**src/djs_cfg.svh**
```systemverilog
`ifndef DJS_CFG_SVH
`define DJS_CFG_SVH
// Behaviour
// - Jog command switches motor on toward jog speed; removing it ramps to stop.
// - Two jog speed setpoints, reset values 150 rpm and -150 rpm.
// - Jog uses the normal ramp generator; ramp up and down reset to 10 s.
// - Jog accepted only when ready to start; ignored while motor runs.
// - Configurable maximum speed, reset 1500 rpm, bounds the applied setpoint.
// - Negative inhibit at 1 blocks negative rotation; at 0 permits it.
// - Positive inhibit at 1 blocks positive rotation; at 0 permits it.
// - Inversion at 1 negates the setpoint; at 0 passes it unchanged.
// - Two jog select bits from selectable digital inputs, default inputs 0 and 1.
// - Active command set index formed from two selectable source bits.
// - Switch to a newly selected command set completes in about 4 ms.
// - Index of active command set readable as read-only status.
// - Copy source set to target on start bit; start clears when finished.
// - Main and additional setpoint from analog, fieldbus, potentiometer or fixed.
// - Source code 0 selects analog input 0 for main or additional.
// - Jog, technology controller or panel replaces the sum of main and additional setpoint.

`define DJS_CLK_HZ 50000000
`define DJS_MS_PER_S 1000
`define DJS_MS_CYCLES (`DJS_CLK_HZ / `DJS_MS_PER_S)
`define DJS_SWITCH_MS 3'h4
`define DJS_JOG1_RST 16'h0096
`define DJS_JOG2_RST 16'hFF6A
`define DJS_MAX_RST 16'h05DC
`define DJS_RAMP_S 10
`define DJS_RAMP_RST (16'(`DJS_RAMP_S * `DJS_MS_PER_S))
`define DJS_CNT_RST 3'h2
`define DJS_CNT_MIN 3'h2
`define DJS_CNT_MAX 3'h4
`define DJS_COMM_SETS 4'hF
`define DJS_CDS_SRC0_RST 3'h2
`define DJS_CDS_SRC1_RST 3'h3
`define DJS_SET_RST 12'h010

// APB byte offsets
`define DJS_A_JOG1 8'h00
`define DJS_A_JOG2 8'h04
`define DJS_A_MAX 8'h08
`define DJS_A_CTRL 8'h0C
`define DJS_A_RUP 8'h10
`define DJS_A_RDN 8'h14
`define DJS_A_CDSCFG 8'h18
`define DJS_A_CDSSEL 8'h1C
`define DJS_A_COPY 8'h20
`define DJS_A_SETDATA 8'h24
`define DJS_A_STATUS 8'h28
`define DJS_A_SPEED 8'h2C

// Field positions
`define DJS_CTRL_NEG 0
`define DJS_CTRL_POS 1
`define DJS_CTRL_INV 2
`define DJS_CFG_CNT 2:0
`define DJS_CFG_COMM 7:4
`define DJS_SEL_B0 2:0
`define DJS_SEL_B1 6:4
`define DJS_CP_SRC 1:0
`define DJS_CP_TGT 5:4
`define DJS_CP_START 8
`define DJS_SD_WORD 11:0
`define DJS_SD_IDX 25:24
`define DJS_SW_J0 2:0
`define DJS_SW_J1 6:4
`define DJS_SW_MAIN 9:8
`define DJS_SW_ADD 11:10

// Setpoint source codes
`define DJS_SRC_AI0 2'h0
`define DJS_SRC_FB 2'h1
`define DJS_SRC_MOP 2'h2
`define DJS_SRC_FIX 2'h3
`endif

```
**src/djs_pkg.sv**
```systemverilog
package djs_pkg;
    typedef logic signed [15:0] djs_speed_t;
    typedef enum logic [1:0] {
        DJS_OFF = 2'b00, DJS_JOG = 2'b01, DJS_RUN = 2'b11, DJS_STOP = 2'b10
    } djs_mode_t;
    typedef enum logic [1:0] {
        DJS_CP_IDLE = 2'b00, DJS_CP_READ = 2'b01, DJS_CP_WRITE = 2'b11
    } djs_copy_t;
    typedef struct packed {
        logic [3:0][11:0] mem;
        logic [11:0] rdata;
    } djs_mem_state_t;
    typedef struct packed {
        djs_speed_t speed;
        logic [16:0] acc;
    } djs_ramp_state_t;
    typedef struct packed {
        logic [7:0] di_s1, di_s2, di_s3, di_st;
        logic pready, pslverr;
        logic [31:0] prdata;
        djs_speed_t jog1, jog2;
        logic [15:0] max_spd, up_ms, dn_ms;
        logic neg_inh, pos_inh, invert;
        logic [3:0] comm;
        logic [2:0] cnt, cds_src0, cds_src1;
        logic [1:0] cp_src, cp_tgt;
        logic cp_start;
        djs_copy_t cp_st;
        logic [1:0] active, pend;
        logic switching;
        logic [2:0] sw_cnt;
        logic rd_act;
        logic [11:0] set_word;
        logic [15:0] ms_cnt;
        logic ms_tick;
        djs_mode_t mode;
        djs_speed_t target;
        logic motor_on, jog_on;
    } djs_state_t;
endpackage

```
**src/djs_jog_cds.sv**
```systemverilog
// The APB slave port and the register offsets were decided locally.
`timescale 1ns/1ps
`include "djs_cfg.svh"
module djs_jog_cds #(
    parameter int MS_CYCLES = `DJS_MS_CYCLES
) (
    // Clock and reset
    input wire logic MCLK_IN,
    input wire logic SYS_RST_IN,
    // APB slave
    input wire logic PSEL_IN,
    input wire logic PENABLE_IN,
    input wire logic PWRITE_IN,
    input wire logic [7:0] PADDR_IN,
    input wire logic [31:0] PWDATA_IN,
    output logic [31:0] PRDATA_OUT,
    output logic PREADY_OUT,
    output logic PSLVERR_OUT,
    // Digital input pins
    input wire logic [7:0] DI_IN,
    // Drive control
    input wire logic READY_IN,
    input wire logic ON_IN,
    // Setpoint sources
    input djs_pkg::djs_speed_t AI0_IN,
    input djs_pkg::djs_speed_t FIELDBUS_IN,
    input djs_pkg::djs_speed_t MOP_IN,
    input djs_pkg::djs_speed_t FIXED_IN,
    // Overriding sources
    input wire logic TECH_ACTIVE_IN,
    input djs_pkg::djs_speed_t TECH_SPEED_IN,
    input wire logic PANEL_ACTIVE_IN,
    input djs_pkg::djs_speed_t PANEL_SPEED_IN,
    // Drive outputs
    output djs_pkg::djs_speed_t SPEED_SETPOINT_OUT,
    output logic MOTOR_ON_OUT,
    output logic JOG_ACTIVE_OUT,
    output logic [1:0] ACTIVE_SET_OUT
);
    import djs_pkg::*;
    localparam logic [15:0] MS_LAST = 16'(MS_CYCLES - 1);

    djs_state_t st_reg, st_next;
    djs_speed_t ramp_speed;
    logic [11:0] mem_rdata;
    logic mem_we;
    logic [1:0] mem_waddr;
    logic [11:0] mem_wdata;
    logic [1:0] mem_raddr;
    logic j0, j1, jog_ok;
    logic [1:0] cds_sel;

    function automatic djs_speed_t pick_src(input logic [1:0] code);
        case (code)
            `DJS_SRC_AI0: pick_src = AI0_IN;
            `DJS_SRC_FB: pick_src = FIELDBUS_IN;
            `DJS_SRC_MOP: pick_src = MOP_IN;
            default: pick_src = FIXED_IN;
        endcase
    endfunction

    djs_set_mem u_mem (
        .clk_in(MCLK_IN),
        .rst_in(SYS_RST_IN),
        .we_in(mem_we),
        .waddr_in(mem_waddr),
        .wdata_in(mem_wdata),
        .raddr_in(mem_raddr),
        .rdata_out(mem_rdata)
    );

    djs_ramp u_ramp (
        .clk_in(MCLK_IN),
        .rst_in(SYS_RST_IN),
        .ms_tick_in(st_reg.ms_tick),
        .target_in(st_reg.target),
        .max_spd_in(st_reg.max_spd),
        .up_ms_in(st_reg.up_ms),
        .dn_ms_in(st_reg.dn_ms),
        .speed_out(ramp_speed)
    );

    always_comb begin
        logic acc_cyc, wr;
        logic signed [17:0] raw;
        logic signed [17:0] lim;
        logic [31:0] rd;
        logic bad;
        acc_cyc = PSEL_IN && PENABLE_IN && st_reg.pready;
        wr = acc_cyc && PWRITE_IN;
        raw = '0;
        lim = $signed({2'b00, st_reg.max_spd});
        rd = '0;
        bad = 1'b0;
        st_next = st_reg;
        mem_we = 1'b0;
        mem_waddr = st_reg.cp_tgt;
        mem_wdata = mem_rdata;

        // Pins pass three flops; a level counts once stages two and three agree
        st_next.di_s1 = DI_IN;
        st_next.di_s2 = st_reg.di_s1;
        st_next.di_s3 = st_reg.di_s2;
        st_next.di_st = (~(st_reg.di_s2 ^ st_reg.di_s3) & st_reg.di_s2) |
                        ((st_reg.di_s2 ^ st_reg.di_s3) & st_reg.di_st);

        st_next.ms_tick = (st_reg.ms_cnt == MS_LAST);
        st_next.ms_cnt = st_next.ms_tick ? 16'h0000 : st_reg.ms_cnt + 16'h0001;

        // APB: one wait state, answer held in registers
        st_next.pready = PSEL_IN && PENABLE_IN && !st_reg.pready;
        case (PADDR_IN)
            `DJS_A_JOG1: rd = {{16{st_reg.jog1[15]}}, st_reg.jog1};
            `DJS_A_JOG2: rd = {{16{st_reg.jog2[15]}}, st_reg.jog2};
            `DJS_A_MAX: rd = {16'h0000, st_reg.max_spd};
            `DJS_A_CTRL: rd = {29'h0, st_reg.invert, st_reg.pos_inh, st_reg.neg_inh};
            `DJS_A_RUP: rd = {16'h0000, st_reg.up_ms};
            `DJS_A_RDN: rd = {16'h0000, st_reg.dn_ms};
            `DJS_A_CDSCFG: rd = {24'h0, st_reg.comm, 1'b0, st_reg.cnt};
            `DJS_A_CDSSEL: rd = {25'h0, st_reg.cds_src1, 1'b0, st_reg.cds_src0};
            `DJS_A_COPY: rd = {23'h0, st_reg.cp_start, 2'h0, st_reg.cp_tgt, 2'h0,
                               st_reg.cp_src};
            `DJS_A_SETDATA: rd = {20'h0, st_reg.set_word};
            `DJS_A_STATUS: rd = {19'h0, st_reg.jog_on, st_reg.motor_on, 1'b0,
                                 st_reg.mode, 2'h0, st_reg.cp_st != DJS_CP_IDLE,
                                 st_reg.switching, 2'h0, st_reg.active};
            `DJS_A_SPEED: rd = {{16{ramp_speed[15]}}, ramp_speed};
            default: bad = 1'b1;
        endcase
        if (st_next.pready) begin
            st_next.prdata = PWRITE_IN ? 32'h0 : rd;
            st_next.pslverr = bad || (PWRITE_IN && (PADDR_IN == `DJS_A_SETDATA) &&
                                      (st_reg.cp_st != DJS_CP_IDLE));
        end
        if (wr) begin
            case (PADDR_IN)
                `DJS_A_JOG1: st_next.jog1 = PWDATA_IN[15:0];
                `DJS_A_JOG2: st_next.jog2 = PWDATA_IN[15:0];
                `DJS_A_MAX: st_next.max_spd = PWDATA_IN[15:0];
                `DJS_A_CTRL: begin
                    st_next.neg_inh = PWDATA_IN[`DJS_CTRL_NEG];
                    st_next.pos_inh = PWDATA_IN[`DJS_CTRL_POS];
                    st_next.invert = PWDATA_IN[`DJS_CTRL_INV];
                end
                `DJS_A_RUP: st_next.up_ms = PWDATA_IN[15:0];
                `DJS_A_RDN: st_next.dn_ms = PWDATA_IN[15:0];
                `DJS_A_CDSCFG: begin
                    st_next.comm = PWDATA_IN[`DJS_CFG_COMM];
                    // Count only changes in data-set commissioning
                    if (st_reg.comm == `DJS_COMM_SETS &&
                        PWDATA_IN[`DJS_CFG_CNT] >= `DJS_CNT_MIN &&
                        PWDATA_IN[`DJS_CFG_CNT] <= `DJS_CNT_MAX) begin
                        st_next.cnt = PWDATA_IN[`DJS_CFG_CNT];
                    end
                end
                `DJS_A_CDSSEL: begin
                    st_next.cds_src0 = PWDATA_IN[`DJS_SEL_B0];
                    st_next.cds_src1 = PWDATA_IN[`DJS_SEL_B1];
                end
                `DJS_A_COPY: begin
                    st_next.cp_src = PWDATA_IN[`DJS_CP_SRC];
                    st_next.cp_tgt = PWDATA_IN[`DJS_CP_TGT];
                end
                `DJS_A_SETDATA: begin
                    if (st_reg.cp_st == DJS_CP_IDLE) begin
                        mem_we = 1'b1;
                        mem_waddr = PWDATA_IN[`DJS_SD_IDX];
                        mem_wdata = PWDATA_IN[`DJS_SD_WORD];
                    end
                end
                default: ;
            endcase
        end

        // Set copy: read source, write target, then drop the start bit
        case (st_reg.cp_st)
            DJS_CP_IDLE: begin
                if (st_reg.cp_start) begin
                    st_next.cp_st = DJS_CP_READ;
                end
            end
            DJS_CP_READ: st_next.cp_st = DJS_CP_WRITE;
            DJS_CP_WRITE: begin
                mem_we = 1'b1;
                mem_waddr = st_reg.cp_tgt;
                mem_wdata = mem_rdata;
                st_next.cp_start = 1'b0;
                st_next.cp_st = DJS_CP_IDLE;
            end
            default: st_next.cp_st = DJS_CP_IDLE;
        endcase
        // A software start in the finishing cycle is kept, not lost
        if (wr && PADDR_IN == `DJS_A_COPY && PWDATA_IN[`DJS_CP_START]) begin
            st_next.cp_start = 1'b1;
        end

        // Working copy of the active set only follows reads of the active set
        mem_raddr = (st_reg.cp_st == DJS_CP_IDLE && !st_reg.cp_start) ?
                    st_reg.active : st_reg.cp_src;
        st_next.rd_act = (mem_raddr == st_reg.active) && !st_reg.switching;
        if (st_reg.rd_act && st_reg.cp_st == DJS_CP_IDLE && !st_reg.cp_start) begin
            st_next.set_word = mem_rdata;
        end

        // Set switch after a settle time; out-of-range selections are ignored
        if (cds_sel != st_reg.active && {1'b0, cds_sel} < st_reg.cnt) begin
            if (!st_reg.switching || cds_sel != st_reg.pend) begin
                st_next.switching = 1'b1;
                st_next.pend = cds_sel;
                st_next.sw_cnt = '0;
            end else if (st_reg.ms_tick && st_reg.cp_st == DJS_CP_IDLE) begin
                if (st_reg.sw_cnt == `DJS_SWITCH_MS - 3'h1) begin
                    st_next.active = st_reg.pend;
                    st_next.switching = 1'b0;
                end else begin
                    st_next.sw_cnt = st_reg.sw_cnt + 3'h1;
                end
            end
        end else begin
            st_next.switching = 1'b0;
        end

        // Operating mode
        case (st_reg.mode)
            DJS_OFF: begin
                if (READY_IN && jog_ok) begin
                    st_next.mode = DJS_JOG;
                end else if (READY_IN && ON_IN && !(j0 || j1)) begin
                    st_next.mode = DJS_RUN;
                end
            end
            DJS_JOG: begin
                if (!jog_ok) begin
                    st_next.mode = DJS_STOP;
                end
            end
            DJS_RUN: begin
                if (!ON_IN) begin
                    st_next.mode = DJS_STOP;
                end
            end
            DJS_STOP: begin
                if (ramp_speed == 16'sh0000 && st_reg.target == 16'sh0000) begin
                    st_next.mode = DJS_OFF;
                end
            end
            default: st_next.mode = DJS_OFF;
        endcase
        st_next.motor_on = (st_next.mode != DJS_OFF);
        st_next.jog_on = (st_next.mode == DJS_JOG);

        // Setpoint selection and conditioning
        case (st_reg.mode)
            DJS_JOG: raw = j0 ? 18'(st_reg.jog1) : 18'(st_reg.jog2);
            DJS_RUN: begin
                if (TECH_ACTIVE_IN) begin
                    raw = 18'(TECH_SPEED_IN);
                end else if (PANEL_ACTIVE_IN) begin
                    raw = 18'(PANEL_SPEED_IN);
                end else begin
                    raw = 18'(pick_src(st_reg.set_word[`DJS_SW_MAIN])) +
                          18'(pick_src(st_reg.set_word[`DJS_SW_ADD]));
                end
            end
            default: raw = '0;
        endcase
        if (st_reg.invert) begin
            raw = -raw;
        end
        if (raw > lim) begin
            raw = lim;
        end else if (raw < -lim) begin
            raw = -lim;
        end
        if (st_reg.neg_inh && raw < 0) begin
            raw = '0;
        end
        if (st_reg.pos_inh && raw > 0) begin
            raw = '0;
        end
        st_next.target = raw[15:0];
    end

    assign j0 = st_reg.di_st[st_reg.set_word[`DJS_SW_J0]];
    assign j1 = st_reg.di_st[st_reg.set_word[`DJS_SW_J1]];
    assign jog_ok = j0 ^ j1;
    assign cds_sel = {st_reg.di_st[st_reg.cds_src1], st_reg.di_st[st_reg.cds_src0]};

    always_ff @(posedge MCLK_IN or posedge SYS_RST_IN) begin
        if (SYS_RST_IN) begin
            st_reg <= '0;
            st_reg.jog1 <= `DJS_JOG1_RST;
            st_reg.jog2 <= `DJS_JOG2_RST;
            st_reg.max_spd <= `DJS_MAX_RST;
            st_reg.up_ms <= `DJS_RAMP_RST;
            st_reg.dn_ms <= `DJS_RAMP_RST;
            st_reg.cnt <= `DJS_CNT_RST;
            st_reg.cds_src0 <= `DJS_CDS_SRC0_RST;
            st_reg.cds_src1 <= `DJS_CDS_SRC1_RST;
            st_reg.set_word <= `DJS_SET_RST;
            st_reg.cp_st <= DJS_CP_IDLE;
            st_reg.mode <= DJS_OFF;
        end else begin
            st_reg <= st_next;
        end
    end

    assign PRDATA_OUT = st_reg.prdata;
    assign PREADY_OUT = st_reg.pready;
    assign PSLVERR_OUT = st_reg.pslverr;
    assign SPEED_SETPOINT_OUT = ramp_speed;
    assign MOTOR_ON_OUT = st_reg.motor_on;
    assign JOG_ACTIVE_OUT = st_reg.jog_on;
    assign ACTIVE_SET_OUT = st_reg.active;
endmodule

```
**src/djs_set_mem.sv**
```systemverilog
`timescale 1ns/1ps
`include "djs_cfg.svh"
module djs_set_mem (
    // Clock and reset
    input wire logic clk_in,
    input wire logic rst_in,
    // Write port
    input wire logic we_in,
    input wire logic [1:0] waddr_in,
    input wire logic [11:0] wdata_in,
    // Registered read port
    input wire logic [1:0] raddr_in,
    output logic [11:0] rdata_out
);
    import djs_pkg::*;
    djs_mem_state_t st_reg, st_next;

    always_comb begin
        st_next = st_reg;
        st_next.rdata = st_reg.mem[raddr_in];
        if (we_in) begin
            st_next.mem[waddr_in] = wdata_in;
        end
    end

    always_ff @(posedge clk_in or posedge rst_in) begin
        if (rst_in) begin
            st_reg <= {{4{`DJS_SET_RST}}, `DJS_SET_RST};
        end else begin
            st_reg <= st_next;
        end
    end

    assign rdata_out = st_reg.rdata;
endmodule

```
**src/djs_ramp.sv**
```systemverilog
`timescale 1ns/1ps
`include "djs_cfg.svh"
module djs_ramp (
    // Clock and reset
    input wire logic clk_in,
    input wire logic rst_in,
    // Millisecond enable
    input wire logic ms_tick_in,
    // Settings
    input djs_pkg::djs_speed_t target_in,
    input wire logic [15:0] max_spd_in,
    input wire logic [15:0] up_ms_in,
    input wire logic [15:0] dn_ms_in,
    // Ramped speed
    output djs_pkg::djs_speed_t speed_out
);
    import djs_pkg::*;
    djs_ramp_state_t st_reg, st_next;

    // Ramp time spans zero to max speed: every ms max_spd is accumulated and
    // one rpm is stepped each time the ramp time in ms is used up.
    always_comb begin
        logic up;
        logic [16:0] sum;
        logic [16:0] span;
        st_next = st_reg;
        up = ((target_in > st_reg.speed) && (st_reg.speed >= 0)) ||
             ((target_in < st_reg.speed) && (st_reg.speed <= 0));
        span = {1'b0, up ? up_ms_in : dn_ms_in};
        sum = st_reg.acc + {1'b0, max_spd_in};
        if (target_in == st_reg.speed) begin
            st_next.acc = '0;
        end else if (ms_tick_in) begin
            if (sum >= span) begin
                st_next.acc = sum - span;
                st_next.speed = (target_in > st_reg.speed) ?
                    st_reg.speed + 16'sh0001 : st_reg.speed - 16'sh0001;
            end else begin
                st_next.acc = sum;
            end
        end
    end

    always_ff @(posedge clk_in or posedge rst_in) begin
        if (rst_in) begin
            st_reg <= '0;
        end else begin
            st_reg <= st_next;
        end
    end

    assign speed_out = st_reg.speed;
endmodule

```
**config.mk**
```make
export PLATFORM = sky130hd
export DESIGN_NAME = djs_jog_cds
export DESIGN_NICKNAME = d
export VERILOG_FILES = /design/src/djs_pkg.sv /design/src/djs_jog_cds.sv /design/src/djs_set_mem.sv /design/src/djs_ramp.sv
export VERILOG_INCLUDE_DIRS = /design/src
export SDC_FILE = /design/constraint.sdc
export NUM_CORES = 1
export LEC_CHECK = 0
export BUFFER_PORTS_ARGS = -buffer_cell sky130_fd_sc_hd__buf_2
export CAP_MARGIN = 40
export CELL_PAD_IN_SITES_DETAIL_PLACEMENT = 0
export CELL_PAD_IN_SITES_GLOBAL_PLACEMENT = 1
export CORE_UTILIZATION = 42
export CTS_BUF_LIST = sky130_fd_sc_hd__clkbuf_8 sky130_fd_sc_hd__clkbuf_16
export DETAILED_ROUTE_END_ITERATION = 10
export GPL_ROUTABILITY_DRIVEN = 0
export PLACE_DENSITY = 0.83
export SYNTH_ARGS = -nofsm -noshare
export SYNTH_HDL_FRONTEND = slang
export SYNTH_SLANG_ARGS = --single-unit
```
**constraint.sdc**
```tcl
create_clock -name MCLK_IN -period 13.5 [get_ports MCLK_IN]
set_clock_uncertainty 0.1 [all_clocks]
set_input_delay 2.025 -clock MCLK_IN [delete_from_list [all_inputs] [get_ports MCLK_IN]]
set_output_delay 2.025 -clock MCLK_IN [all_outputs]
set_load 0.01 [all_outputs]
```
Word-level counts from Yosys, hierarchy flattened
Index checks and enable logic that the tools add are counted.

storage, ports and cells
  input port bits = 153
  register bits = 320
  output and inout port bits = 54
  logic and storage cells = 238

operators by class
  add/subtract/negate cells = 9
  equal/unequal tests = 32
  multiplexer cells = 67
  reductions and logical operators = 61
  bitwise gates (word level) = 8
  $lt $le $gt $ge = 19

operators with widths
  kind                                                                           count
  32-bit one-hot mux with 12 select lines                                        1
  16-bit 2-to-1 mux                                                              10
  18-bit 2-to-1 mux                                                              7
  16-bit one-hot mux with 3 select lines                                         2
  12-bit 2-to-1 mux                                                              6
  17-bit 2-to-1 mux                                                              3
  48-bit bitwise mux                                                             1
  18-bit one-hot mux with 2 select lines                                         1
  8-bit by 5-bit equality test with 1-bit output, second input constant          4
  8-bit by 6-bit equality test with 1-bit output, second input constant          4
  16-bit zero test                                                               2
  32-bit 2-to-1 mux                                                              1
  1-bit logical AND                                                              25
  12-bit binary-select mux with 2-bit select                                     1
  12-bit demux with 2-bit select                                                 1
  2-bit 2-to-1 mux                                                               11
  2-bit AND reduction                                                            11
  18-bit by 1-bit > comparator with 1-bit output, second input constant          1
  18-bit by 17-bit > comparator with 1-bit output                                1
  18-bit by 1-bit less-than comparator with 1-bit output, second input constant  1
  18-bit less-than comparator                                                    1
  16-bit negation with 18-bit output                                             1
  18-bit negation                                                                1
  16-bit by 16-bit adder with 17-bit output                                      1
  49 further kinds                                                               98

Depth between registers and ports, before layout
Gate-level depths: netlist of the first run.

  depth in word-level cells = 20
  depth in mapped cells = 31

By module
Synthesis of the first run repeated with hierarchy kept, for this count alone.

second synthesis, totals
  cells, all modules = 2,037
  area, all modules = 21,169.1 µm²

modules (own cells, without submodules)
  module       cells an instance  area each (µm²)  times used
  djs_jog_cds  1,352              13,990.9         1
  djs_ramp     542                4,589.4          1
  djs_set_mem  143                2,588.7          1

Worst setup path before layout of the first run
No wires, ideal clock.

  kind = input to register
  from = input port FIXED_IN[4]
  to = register st_reg[11] (netlist name)
  setup time = 0.072 ns
  buffers on the path = 3
  cell stages on the path = 25
  arrival time = 7.696 ns
  slack = 5.631 ns
  path through = mux4_2 > ha_1 > clkbuf_1 > nor2_1 > a2111oi_0 > o22ai_1 > a211oi_4 > o2111ai_4 > nor4b_4 > nand4_4 > o311ai_0 > o21ai_0 > ha_1 > nand4_1 > nor3_1 > o2111ai_1 > o211ai_1 > o31a_1 > clkbuf_1 > clkbuf_1 > nor2_1 > a21o_1 > o31ai_1 > a41oi_2 > nor2_1

RTL lines
  element               line                RTL
  start, declared       djs_jog_cds.sv:28   input djs_pkg::djs_speed_t FIXED_IN,
  end signal, assigned  djs_jog_cds.sv:304  st_reg <= st_next;
  end, declared         djs_jog_cds.sv:43   djs_state_t st_reg, st_next;

==> reports/qor_table.md, run 1 <==
| Group | Result | This run |
|:---|:---|:---|
| run status | Result of the run | completed |
| layout | Ratio of cells with drive above 1 in the final layout | 24.83% |
| yosys | Cells taking the most area after synthesis | dfrtp_1 (33%), ha_1 (7.3%), mux2_2 (6.7%), dfstp_2 (5.6%), mux4_2 (5.6%) |
| layout | Final standard cell count with taps included and fillers excluded | 2,759 |
| global routing | Wire length of the first global-routing pass | 97,280 um |
| global routing | Grt ovf | 0 |
| flow run | Number of maximum-capacitance constraint violations | 0 |
| yosys | Yosys Warn Count | 0 |
| floorplanning | Horizontal die dimension | 221.1 um |
| layout | Filler cell count in the final layout | 4,238 |
| timing | Post-Route Hold Slack | 224.9 ps |
| timing | Setup repair after global routing missed its margin | no |
| global routing | Pin count of the biggest net entering global routing | 94 |
| yosys | Area fraction in compound gates after synthesis | 17.30% |
| setup path | Dominant delay contributor by cell family on the critical path | compound AO/OA/AOI/OAI gates |
| timing | Final count of pins violating max slew | 0 |
| cts | Number of setup buffers added after CTS | 0 |
| placement | Pre-CTS setup slack | 4426 ps |
| detailed routing | Antenna Nets Post-Route | 0 |
| yosys | Largest family of logic cells by synthesized area | compound AO/OA/AOI/OAI gates |
| setup path | Startpoint class of the critical path | input pin |
| min path | Min-delay worst type | reg -> reg |
| timing | Top achievable clock speed | 114.5 MHz |
| pwr | Leakage component of the power | 10.38 nW |
| yosys | Synth Flop Type | dfrtp_1 |
| layout | Final std cell area, no fill | 0.02279 mm2 |
| cts | Count of H-tree levels built during CTS | 2 |
| timing | Least-Margin Pin Slew | 942.0 ps |
| timing | Slew HR | 37.20% |
| floorplanning | Number of placed I/O pins | 207 |
| floorplanning | Core area | 0.04695 mm2 |
| placement | Cell area after placement | 0.02156 mm2 |
| detailed routing | Total wirelength of the detailed-routed design | 62,740 um |
| yosys | Simple-gate share of the synthesized area | 12.26% |
| pwr | Power per standard cell area | 185.3 mW/mm2 |
| setup path | Endpoint class of the critical path | flip-flop |
| timing | Setup Total Neg Slack | 0 ps |
| global routing | Initial antenna violation count | 2 |
| placement | HPWL after DPL | 46,660 um |
| timing | Final-report hold violation count | 0 |
| timing | Slack of the critical path | 4764 ps |
| yosys | Post-synthesis mux area share | 15.30% |
| cts | CTS tree | built |
| cts | CTS clk-pin slew, worst paths | 60 ps |
| detailed routing | WL per Instance | 22.74 um |
| setup path | Crit Path Max Fanout | 33 |
| floorplanning | Placement Rows | 79 |
| global routing | GRT Resource Usage Total | 25.54% |
| setup path | Kind of critical path | in -> reg |
| yosys | Flip-flop and latch count after synthesis | 305 |
| cts | CTS root buf | clkbuf_16 |
| placement | Cell count after placement | 2,692 |
| yosys | Average cell area after synthesis | 10.11 um2 |
| detailed routing | Number of design-rule violations left by the first detailed-router iteration | 1,443 |
| yosys | Area leader, netlist | dfrtp_1 |
| setup path | Delay of the slowest cell on the worst path | 750 ps |
| yosys | Post-Synthesis Net Count | 2,270 |
| yosys | Async S/R FF share, synth | 100.0% |
| cts | Number of hold buffers added after cts | 0 |
| cts | Post-CTS sizing | 0 |
| setup path | Cell type of the slowest stage on the worst timing path | a222oi_1 |
| setup path | Data arrival time of the worst path | 9060 ps |
| yosys | Parity-gate share of the synthesized area counting xor and xnor cells | 3.736% |
| cts | Total clock buffers created by CTS | 36 |
| floorplanning | Die Span Y | 221.1 um |
| detailed routing | Routed vias/inst | 6.083 |
| setup path | Count of buffering cells on the critical path with inverters included | 3 |
| yosys | Cell count after synthesis | 1,995 |
| setup path | Required time at the endpoint of the critical path | 13,820 ps |
| timing | Shortest clock period the worst path allows after layout | 8736 ps |
| layout | Layout overhead on the synthesized area | 13.03% |
| cts | Number of buffers on the longest clock path | 3 |
| layout | Number of flip-flops under the largest register name | 165 |
| yosys | Number of library cell types mapped by synthesis | 92 |
| yosys | Share of synthesized cell area in full adder, half adder and majority cells | 8.117% |
| global routing | Via count of the first global-routing pass | 16,651 |
| cts | Clock network latency to the later pin of the worst-skew pair | 550 ps |
| detailed routing | Detailed Routing Iterations Pass 1 | 8 |
| cts | Clk sinks | 305 |
| yosys | Cell area after synthesis | 0.02016 mm2 |
| yosys | Part of the Yosys area used for sequential elements | 38.12% |
| floorplanning | Die outline area | 0.04889 mm2 |
| layout | Nets | 2,399 |
| detailed routing | Total vias in the final route | 16,782 |
| floorplanning | Initial Util | 42.94% |
| timing | Final Cycle Share | 64.71% |
| pwr | Max IR drop VDD | 207.6 uV |
| detailed routing | Post-route DRC | 0 |
| yosys | EDFF count, synth | 0 |
| yosys | Post-synth top area share | 32.52% |
| timing | Total of endpoints with negative setup slack in the final report | 0 |
| placement | Port-buffer cells | 192 |
## metrics by stage
stage                     power [mW]  utilization [%]
final                          4.223            48.54
after global routing           4.493            48.54
after CTS                      4.210            48.52
after detailed placement       3.199            45.93
after global placement         3.148            45.53
after floorplan                2.699                -
## synthesized netlist by cell type, types with 9 or more instances
master / instances
nor4_1: 14
o211ai_1: 11
mux2_2: 120
nor2b_1: 17
buf_4: 50
a22o_1: 30
ha_1: 118
a221oi_1: 12
a22oi_1: 45
inv_1: 77
nand2_1: 121
o21ai_0: 77
xor2_1: 27
o21bai_1: 12
nor2_1: 201
mux2i_1: 54
a211oi_1: 26
nor3_1: 27
clkbuf_1: 77
a21oi_1: 129
a31oi_1: 14
mux4_2: 50
o21a_1: 18
o22ai_1: 9
nand3_1: 38
xnor2_1: 59
o31ai_1: 9
dfstp_2: 43
dfrtp_1: 262
and3_1: 9
a21o_1: 23
nand2b_1: 14
nand4_1: 31
## final cells by class
cell class              instances  area (um2)  share of cell area, %
inverters                      79       306.5                  1.345
clock buffers                  46        1039                  4.557
multi-input cells            1470       11470                  50.33
repair buffers                232        1349                  5.918
diodes                          1       2.502                0.01098
flip-flops and latches        305        7686                  33.72
clock inverters                19       178.9                 0.7851
well taps                     607       759.5                  3.332
## kinds of logic after synthesis
group | count (synthesis)
buffers and inverters | 220
AND/OR/NAND/NOR | 522
AO/OA/AOI/OAI | 505
flip-flops | 305
adder cells (fa/ha/maj) | 130
XOR/XNOR | 86
multiplexers | 227
## path summary, 6_finish.rpt
check | end | from | slack (ps) | cells after the start
max in group asynchronous | u_ramp.st_reg[15]$_DFFE_PP0P_ | SYS_RST_IN | 9830 | 5
max | st_reg[11]$_DFF_PP0_ | FIXED_IN[2] | 4760 | 27
min | st_next[210]$_DFF_PP0_ | st_next[218]$_DFF_PP0_ | 220 | 0
max reg2reg | st_reg[11]$_DFF_PP0_ | st_reg[47]$_DFFE_PP0P_ | 5470 | 27
min reg2reg | st_next[210]$_DFF_PP0_ | st_next[218]$_DFF_PP0_ | 220 | 0
min in group asynchronous | u_mem.st_reg[50]$_DFFE_PP0P_ | SYS_RST_IN | 1440 | 2
## power breakdown
part | internal (mW) | switching [mW] | total, mW
Combinational | 0.868 | 1.28 | 2.15
Clock | 0.600 | 0.392 | 0.992
Sequential | 1.00 | 0.0803 | 1.08
Total | 2.47 | 1.75 | 4.22
## cells in the final DEF, fill, tap and decap left out, types with 18 or more instances in the layout
cell / synthesis / final
a211oi_1: 26 / 26
a21o_1: 23 / 23
a21oi_1: 129 / 129
a22o_1: 30 / 30
a22oi_1: 45 / 45
buf_2: 3 / 194
buf_4: 50 / 29
clkbuf_16: 0 / 36
dfrtp_1: 262 / 262
dfstp_2: 43 / 43
ha_1: 118 / 118
inv_1: 77 / 83
mux2_2: 120 / 120
mux2i_1: 54 / 54
mux4_2: 50 / 50
nand2_1: 121 / 121
nand3_1: 38 / 38
nand4_1: 31 / 31
nor2_1: 201 / 200
nor3_1: 27 / 27
o21a_1: 18 / 18
o21ai_0: 77 / 77
xnor2_1: 59 / 59
xor2_1: 27 / 27
## routing by layer
| layer | global-route usage [%] | wire [um] |
|---|---|---|
| met4 | 12.90 | 3311 |
| met3 | 4.395 | 4396 |
| met2 | 41.17 | 28920 |
| met5 | 0 | 7 |
| met1 | 33.08 | 26100 |
No activity file was read; power rests on OpenSTA's default activity.
==> run 2, diff against run 1 <==
Settings changed: PLACE_DENSITY 0.83 to 0.86.
Clock period 13.5 ns to 7.9 ns, I/O delays scaled along.
==> reports/qor_table.md, run 2 (synthesis results as in run 1) <==
| Group | Result | This run |
|:---|:---|:---|
| run status | Result of the run | completed |
| timing | Least-Margin Pin Slew | 1035 ps |
| placement | Port-buffer cells | 192 |
| detailed routing | Antenna Nets Post-Route | 0 |
| layout | Multi-input logic area | 0.01147 mm2 |
| timing | Shortest clock period the worst path allows after layout | 7281 ps |
| global routing | GRT Resource Usage Total | 25.24% |
| floorplanning | Horizontal die dimension | 221.1 um |
| cts | CTS tree | built |
| timing | Final count of pins violating max slew | 0 |
| timing | Setup repair after global routing missed its margin | no |
| timing | Total of endpoints with negative setup slack in the final report | 0 |
| cts | Number of buffers on the longest clock path | 3 |
| placement | Cell count after placement | 2,708 |
| global routing | Pin count of the biggest net entering global routing | 181 |
| global routing | Grt ovf | 0 |
| pwr | Leakage component of the power | 10.43 nW |
| cts | CTS root buf | clkbuf_16 |
| timing | Slew HR | 31.03% |
| setup path | Worst r2r src | st_reg[46]$_DFFE_PP0P_ |
| layout | FF+latch area | 0.007691 mm2 |
| cts | Count of H-tree levels built during CTS | 2 |
| layout | Number of flip-flops under the largest register name | 165 |
| floorplanning | Initial Util | 42.94% |
| detailed routing | Total wirelength of the detailed-routed design | 62,080 um |
| cts | Clock network latency to the later pin of the worst-skew pair | 540 ps |
| detailed routing | Total vias in the final route | 16,932 |
| setup path | Crit Path Max Fanout | 27 |
| timing | Setup Total Neg Slack | 0 ps |
| layout | Commonest cells after routing, fill and taps aside | dfrtp_1 (260), nor2_1 (200), buf_2 (193), a21oi_1 (129), nand2_1 (121) |
| min path | Min-delay worst type | reg -> reg |
| floorplanning | Die Span Y | 221.1 um |
| layout | Final standard cell count with taps included and fillers excluded | 2,774 |
| layout | Ratio of cells with drive above 1 in the final layout | 25.08% |
| setup path | Worst setup path startpoint | FIXED_IN[3] |
| layout | Filler cell count in the final layout | 4,265 |
| cts | Clk sinks | 305 |
| floorplanning | Placement Rows | 79 |
| detailed routing | Number of design-rule violations left by the first detailed-router iteration | 1,712 |
| timing | Final Cycle Share | 92.17% |
| pwr | Power per standard cell area | 317.0 mW/mm2 |
| layout | Nets | 2,415 |
| detailed routing | Post-route DRC | 0 |
| floorplanning | Die outline area | 0.04889 mm2 |
| detailed routing | Detailed Routing Iterations Pass 1 | 5 |
| floorplanning | Core area | 0.04695 mm2 |
| layout | Layout overhead on the synthesized area | 13.18% |
| placement | HPWL after DPL | 46,540 um |
| layout | Most common cell after layout, fill and taps aside | dfrtp_1 |
| global routing | Initial antenna violation count | 3 |
| cts | Total clock buffers created by CTS | 35 |
| setup path | Startpoint class of the critical path | input pin |
| global routing | Via count of the first global-routing pass | 16,930 |
| cts | CTS clk-pin slew, worst paths | 60 ps |
| detailed routing | Routed vias/inst | 6.104 |
| timing | Top achievable clock speed | 137.3 MHz |
| setup path | Endpoint class of the critical path | flip-flop |
| min path | Hold Startpoint | st_next[218]$_DFF_PP0_ |
| layout | Core Util, Final | 48.60% |
| flow run | Number of maximum-capacitance constraint violations | 0 |
| detailed routing | WL per Instance | 22.38 um |
| timing | Final-report hold violation count | 0 |
| setup path | Data arrival time of the worst path | 7630 ps |
| setup path | Required time at the endpoint of the critical path | 8250 ps |
| floorplanning | Number of placed I/O pins | 207 |
| global routing | Wire length of the first global-routing pass | 97,030 um |
| setup path | Kind of critical path | in -> reg |
| pwr | Max IR drop VDD | 284.3 uV |
==> run 2: worst paths after layout <==
path | end | slack (ps) | cells past startpoint
worst max-delay path | st_reg[16]$_DFF_PP0_ | 620 | 26
worst min-delay path | st_next[210]$_DFF_PP0_ | 250 | 0
worst max register to register | st_reg[16]$_DFF_PP0_ | 650 | 27
worst min register to register | st_next[210]$_DFF_PP0_ | 250 | 0
max in group asynchronous | PRDATA_OUT[13]$_DFFE_PP0P_ | 5590 | 4
min in group asynchronous | u_mem.st_reg[31]$_DFFE_PP0P_ | 550 | 2
==> run 2: what timing repair did <==
item | in CTS | in global routing
setup endpoints to repair | 0 | 5
gates resized for setup | 0 | 4
hold buffers | 0 | 0
endpoints found under the hold margin | 0 | 0
setup buffers | 0 | 2
==> run 2: through the flow <==
step	hold slack [ps]	total power, mW	instance area, um2	setup slack (ps)
after floorplan	231.2	4.613	20170	819.7
after global placement	235.2	5.506	21560	170.7
after detailed placement	234.7	5.579	21670	165.1
after CTS	248.4	7.193	22790	398.6
after global routing	257.4	7.697	22820	37.78
final	249.3	7.235	22820	618.9
==> run 2: worst max-delay path: stages <==
cell and delay [ps]:
buf_2 100, mux4_2 470, ha_1 310, or2_2 340, o221a_2 270, o311a_1 330
a2111oi_0 540, o21ai_0 290, nor2b_1 290, nand2_1 170, nand2_1 80, xnor2_1 280
ha_1 300, and3_1 200, a221o_1 290, a22oi_1 190, o211ai_1 170, o31a_1 340
buf_12 180, nand2_1 70, o21ai_0 150, nor4b_2 300, o2111ai_1 150, o31ai_1 290
a41oi_2 200, nor2_1 130
==> run 2: power breakdown <==
group / switching, mW / internal (mW) / leakage, nW
Combinational: 2.20 / 1.58 / 5.96
Clock: 0.646 / 0.939 / 0.607
Sequential: 0.163 / 1.71 / 3.87
==> run 2: layer usage <==
| layer | GRT usage [%] | up-vias | part of all wire, % |
|---|---|---|---|
| li1 | - | 7661 | - |
| met1 | 32.25 | 8370 | 41 |
| met2 | 41.96 | 745 | 47 |
| met3 | 3.917 | 156 | 6.9 |
| met4 | 11.80 | 0 | 4.6 |
| met5 | 0 | - | 0 |
==> run 2: area by class of cell <==
class,count,share of cell area (%)
Multi-Input combinational cell,1470,50.27
Sequential cell,305,33.70
Timing Repair Buffer,249,6.426
Clock buffer,42,4.260
Tap cell,607,3.328
Inverter,79,1.327
Clock inverter,20,0.6634
Antenna cell,2,0.02193
==> run 3, diff against run 2 <==
Settings changed: PLACE_DENSITY 0.86 to not set, PLACE_DENSITY_LB_ADDON set to 0.2.
==> reports/qor_table.md, run 3 (synthesis results as in run 1) <==
| Group | Result | This run |
|:---|:---|:---|
| cts | Number of buffers on the longest clock path | 3 |
| global routing | Initial antenna violation count | 0 |
| cts | CTS root buf | clkbuf_16 |
| floorplanning | Die outline area | 0.04889 mm2 |
| cts | Clock network latency to the later pin of the worst-skew pair | 560 ps |
| timing | Final count of pins violating max slew | 0 |
| floorplanning | Horizontal die dimension | 221.1 um |
| timing | Least-Margin Pin Slew | 1009 ps |
| pwr | Max IR drop VDD | 244.2 uV |
| detailed routing | Total vias in the final route | 16,777 |
| floorplanning | Core area | 0.04695 mm2 |
| min path | Min-delay worst type | reg -> reg |
| timing | Final-report hold violation count | 0 |
| layout | Commonest cells after routing, fill and taps aside | dfrtp_1 (261), nor2_1 (200), buf_2 (194), a21oi_1 (129), nand2_1 (121) |
| setup path | Cell type of the slowest stage on the worst timing path | dfrtp_1 |
| detailed routing | Routed vias/inst | 6.011 |
| detailed routing | Number of design-rule violations left by the first detailed-router iteration | 1,290 |
| timing | Final Cycle Share | 93.21% |
| global routing | GRT Resource Usage Total | 27.29% |
| layout | Most common cell after layout, fill and taps aside | dfrtp_1 |
| layout | Ratio of cells with drive above 1 in the final layout | 26.01% |
| setup path | Crit-path most repeated cell | nor2_1 |
| cts | Total clock buffers created by CTS | 37 |
| layout | Number of flip-flops under the largest register name | 165 |
| timing | Setup repair after global routing missed its margin | no |
| detailed routing | Antenna Nets Post-Route | 0 |
| pwr | Leakage component of the power | 10.52 nW |
| global routing | Grt ovf | 0 |
| layout | Core Util, Final | 48.95% |
| timing | Top achievable clock speed | 135.8 MHz |
| cts | Number of setup buffers added after CTS | 0 |
| cts | CTS clk-pin slew, worst paths | 70 ps |
| setup path | Delay of the slowest cell on the worst path | 700 ps |
| pwr | Power per standard cell area | 328.0 mW/mm2 |
| run status | Result of the run | completed |
| layout | Antenna cell count | 0 |
| layout | Multi-input logic area | 0.01147 mm2 |
| placement | HPWL after DPL | 49,690 um |
| timing | Shortest clock period the worst path allows after layout | 7364 ps |
| layout | Nets | 2,432 |
| setup path | Count of buffering cells on the critical path with inverters included | 3 |
| detailed routing | Detailed Routing Iterations Pass 1 | 5 |
| cts | Clk sinks | 305 |
| placement | Port-buffer cells | 192 |
| setup path | Data arrival time of the worst path | 7730 ps |
| setup path | Crit Path Max Fanout | 26 |
| timing | Setup Total Neg Slack | 0 ps |
| detailed routing | WL per Instance | 23.85 um |
| floorplanning | Number of placed I/O pins | 207 |
| cts | Post-CTS sizing | 0 |
| floorplanning | Die Span Y | 221.1 um |
| layout | Filler cell count in the final layout | 4,372 |
| cts | CTS tree | built |
| cts | Count of H-tree levels built during CTS | 2 |
| setup path | Startpoint class of the critical path | flip-flop |
| layout | FF+latch area | 0.007687 mm2 |
| floorplanning | Initial Util | 42.94% |
| setup path | Kind of critical path | reg -> reg |
| cts | Number of hold buffers added after cts | 0 |
| global routing | Via count of the first global-routing pass | 16,678 |
| setup path | Dominant delay contributor by cell family on the critical path | compound AO/OA/AOI/OAI gates |
| global routing | Pin count of the biggest net entering global routing | 182 |
| timing | Slew HR | 32.72% |
| detailed routing | Post-route DRC | 0 |
| timing | Total of endpoints with negative setup slack in the final report | 0 |
| floorplanning | Placement Rows | 79 |
| layout | Layout overhead on the synthesized area | 13.97% |
| setup path | Required time at the endpoint of the critical path | 8270 ps |
| setup path | Endpoint class of the critical path | flip-flop |
| detailed routing | Total wirelength of the detailed-routed design | 66,570 um |
| global routing | Wire length of the first global-routing pass | 102,500 um |
| flow run | Number of maximum-capacitance constraint violations | 0 |
## run 3: changes by cell type in the layout (fill, tap and decap cells not counted), moves of 2 or more
cell / change
buf_4: +16
inv_1: -6
clkinv_2: +5
clkbuf_16: +3
buf_12: -2
buf_8: -2
diode_2: -2
mux2i_1: -2
mux2i_2: +2
## run 3: final timing paths
| kind | cells past startpoint | to | slack, ps | start |
|---|---|---|---|---|
| worst max register to register | 27 | st_reg[12]$_DFF_PP0_ | 540 | st_reg[48]$_DFFE_PP0P_ |
| worst max-delay path | 27 | st_reg[12]$_DFF_PP0_ | 540 | st_reg[48]$_DFFE_PP0P_ |
| min in group asynchronous | 2 | st_reg[42]$_DFFE_PP0P_ | 590 | SYS_RST_IN |
| worst min register to register | 0 | st_next[206]$_DFF_PP0_ | 250 | st_next[214]$_DFF_PP0_ |
| worst min-delay path | 0 | st_next[206]$_DFF_PP0_ | 250 | st_next[214]$_DFF_PP0_ |
| max in group asynchronous | 3 | u_ramp.speed_out[11]$_DFFE_PP0P_ | 5720 | SYS_RST_IN |
## run 3: final cells by class
cell class	count	area share, %
multi-input cells	1470	49.90
flip-flops and latches	305	33.45
repair buffers	264	6.686
clock buffers	45	4.557
well taps	607	3.305
inverters	79	1.318
clock inverters	21	0.7786
## run 3: per-stage QoR
| stage | instances | hold WS [ps] | setup WS, ps | power, mW | area [um2] |
|---|---|---|---|---|---|
| 5_1_grt | 2791 | 265.1 | 7.010 | 7.995 | 22980 |
| 3_3_place_gp | 2717 | 233.5 | 176.7 | 5.714 | 21680 |
| 4_1_cts | 2790 | 254.1 | 404.3 | 7.542 | 22960 |
| 3_5_place_dp | 2724 | 239.5 | 180.2 | 5.790 | 21740 |
| 2_1_floorplan | 1995 | 231.2 | 819.7 | 4.613 | 20170 |
| 6_report | 2791 | 250.2 | 536.2 | 7.538 | 22980 |
## run 3: report_power, final
group	total, mW	switching (mW)	leakage [nW]	internal (mW)
registers	1.88	0.176	3.87	1.71
clock network	1.72	0.710	0.643	1.01
logic	3.93	2.29	6.01	1.65
total	7.54	3.17	10.5	4.37
## run 3: routing by layer
layer	share of wire (%)	GRT usage, %	vias up
li1	-	-	7697
met1	43	36.23	8387
met2	47	44.82	578
met3	6.0	4.063	115
met4	3.9	10.76	0
met5	0	0	-
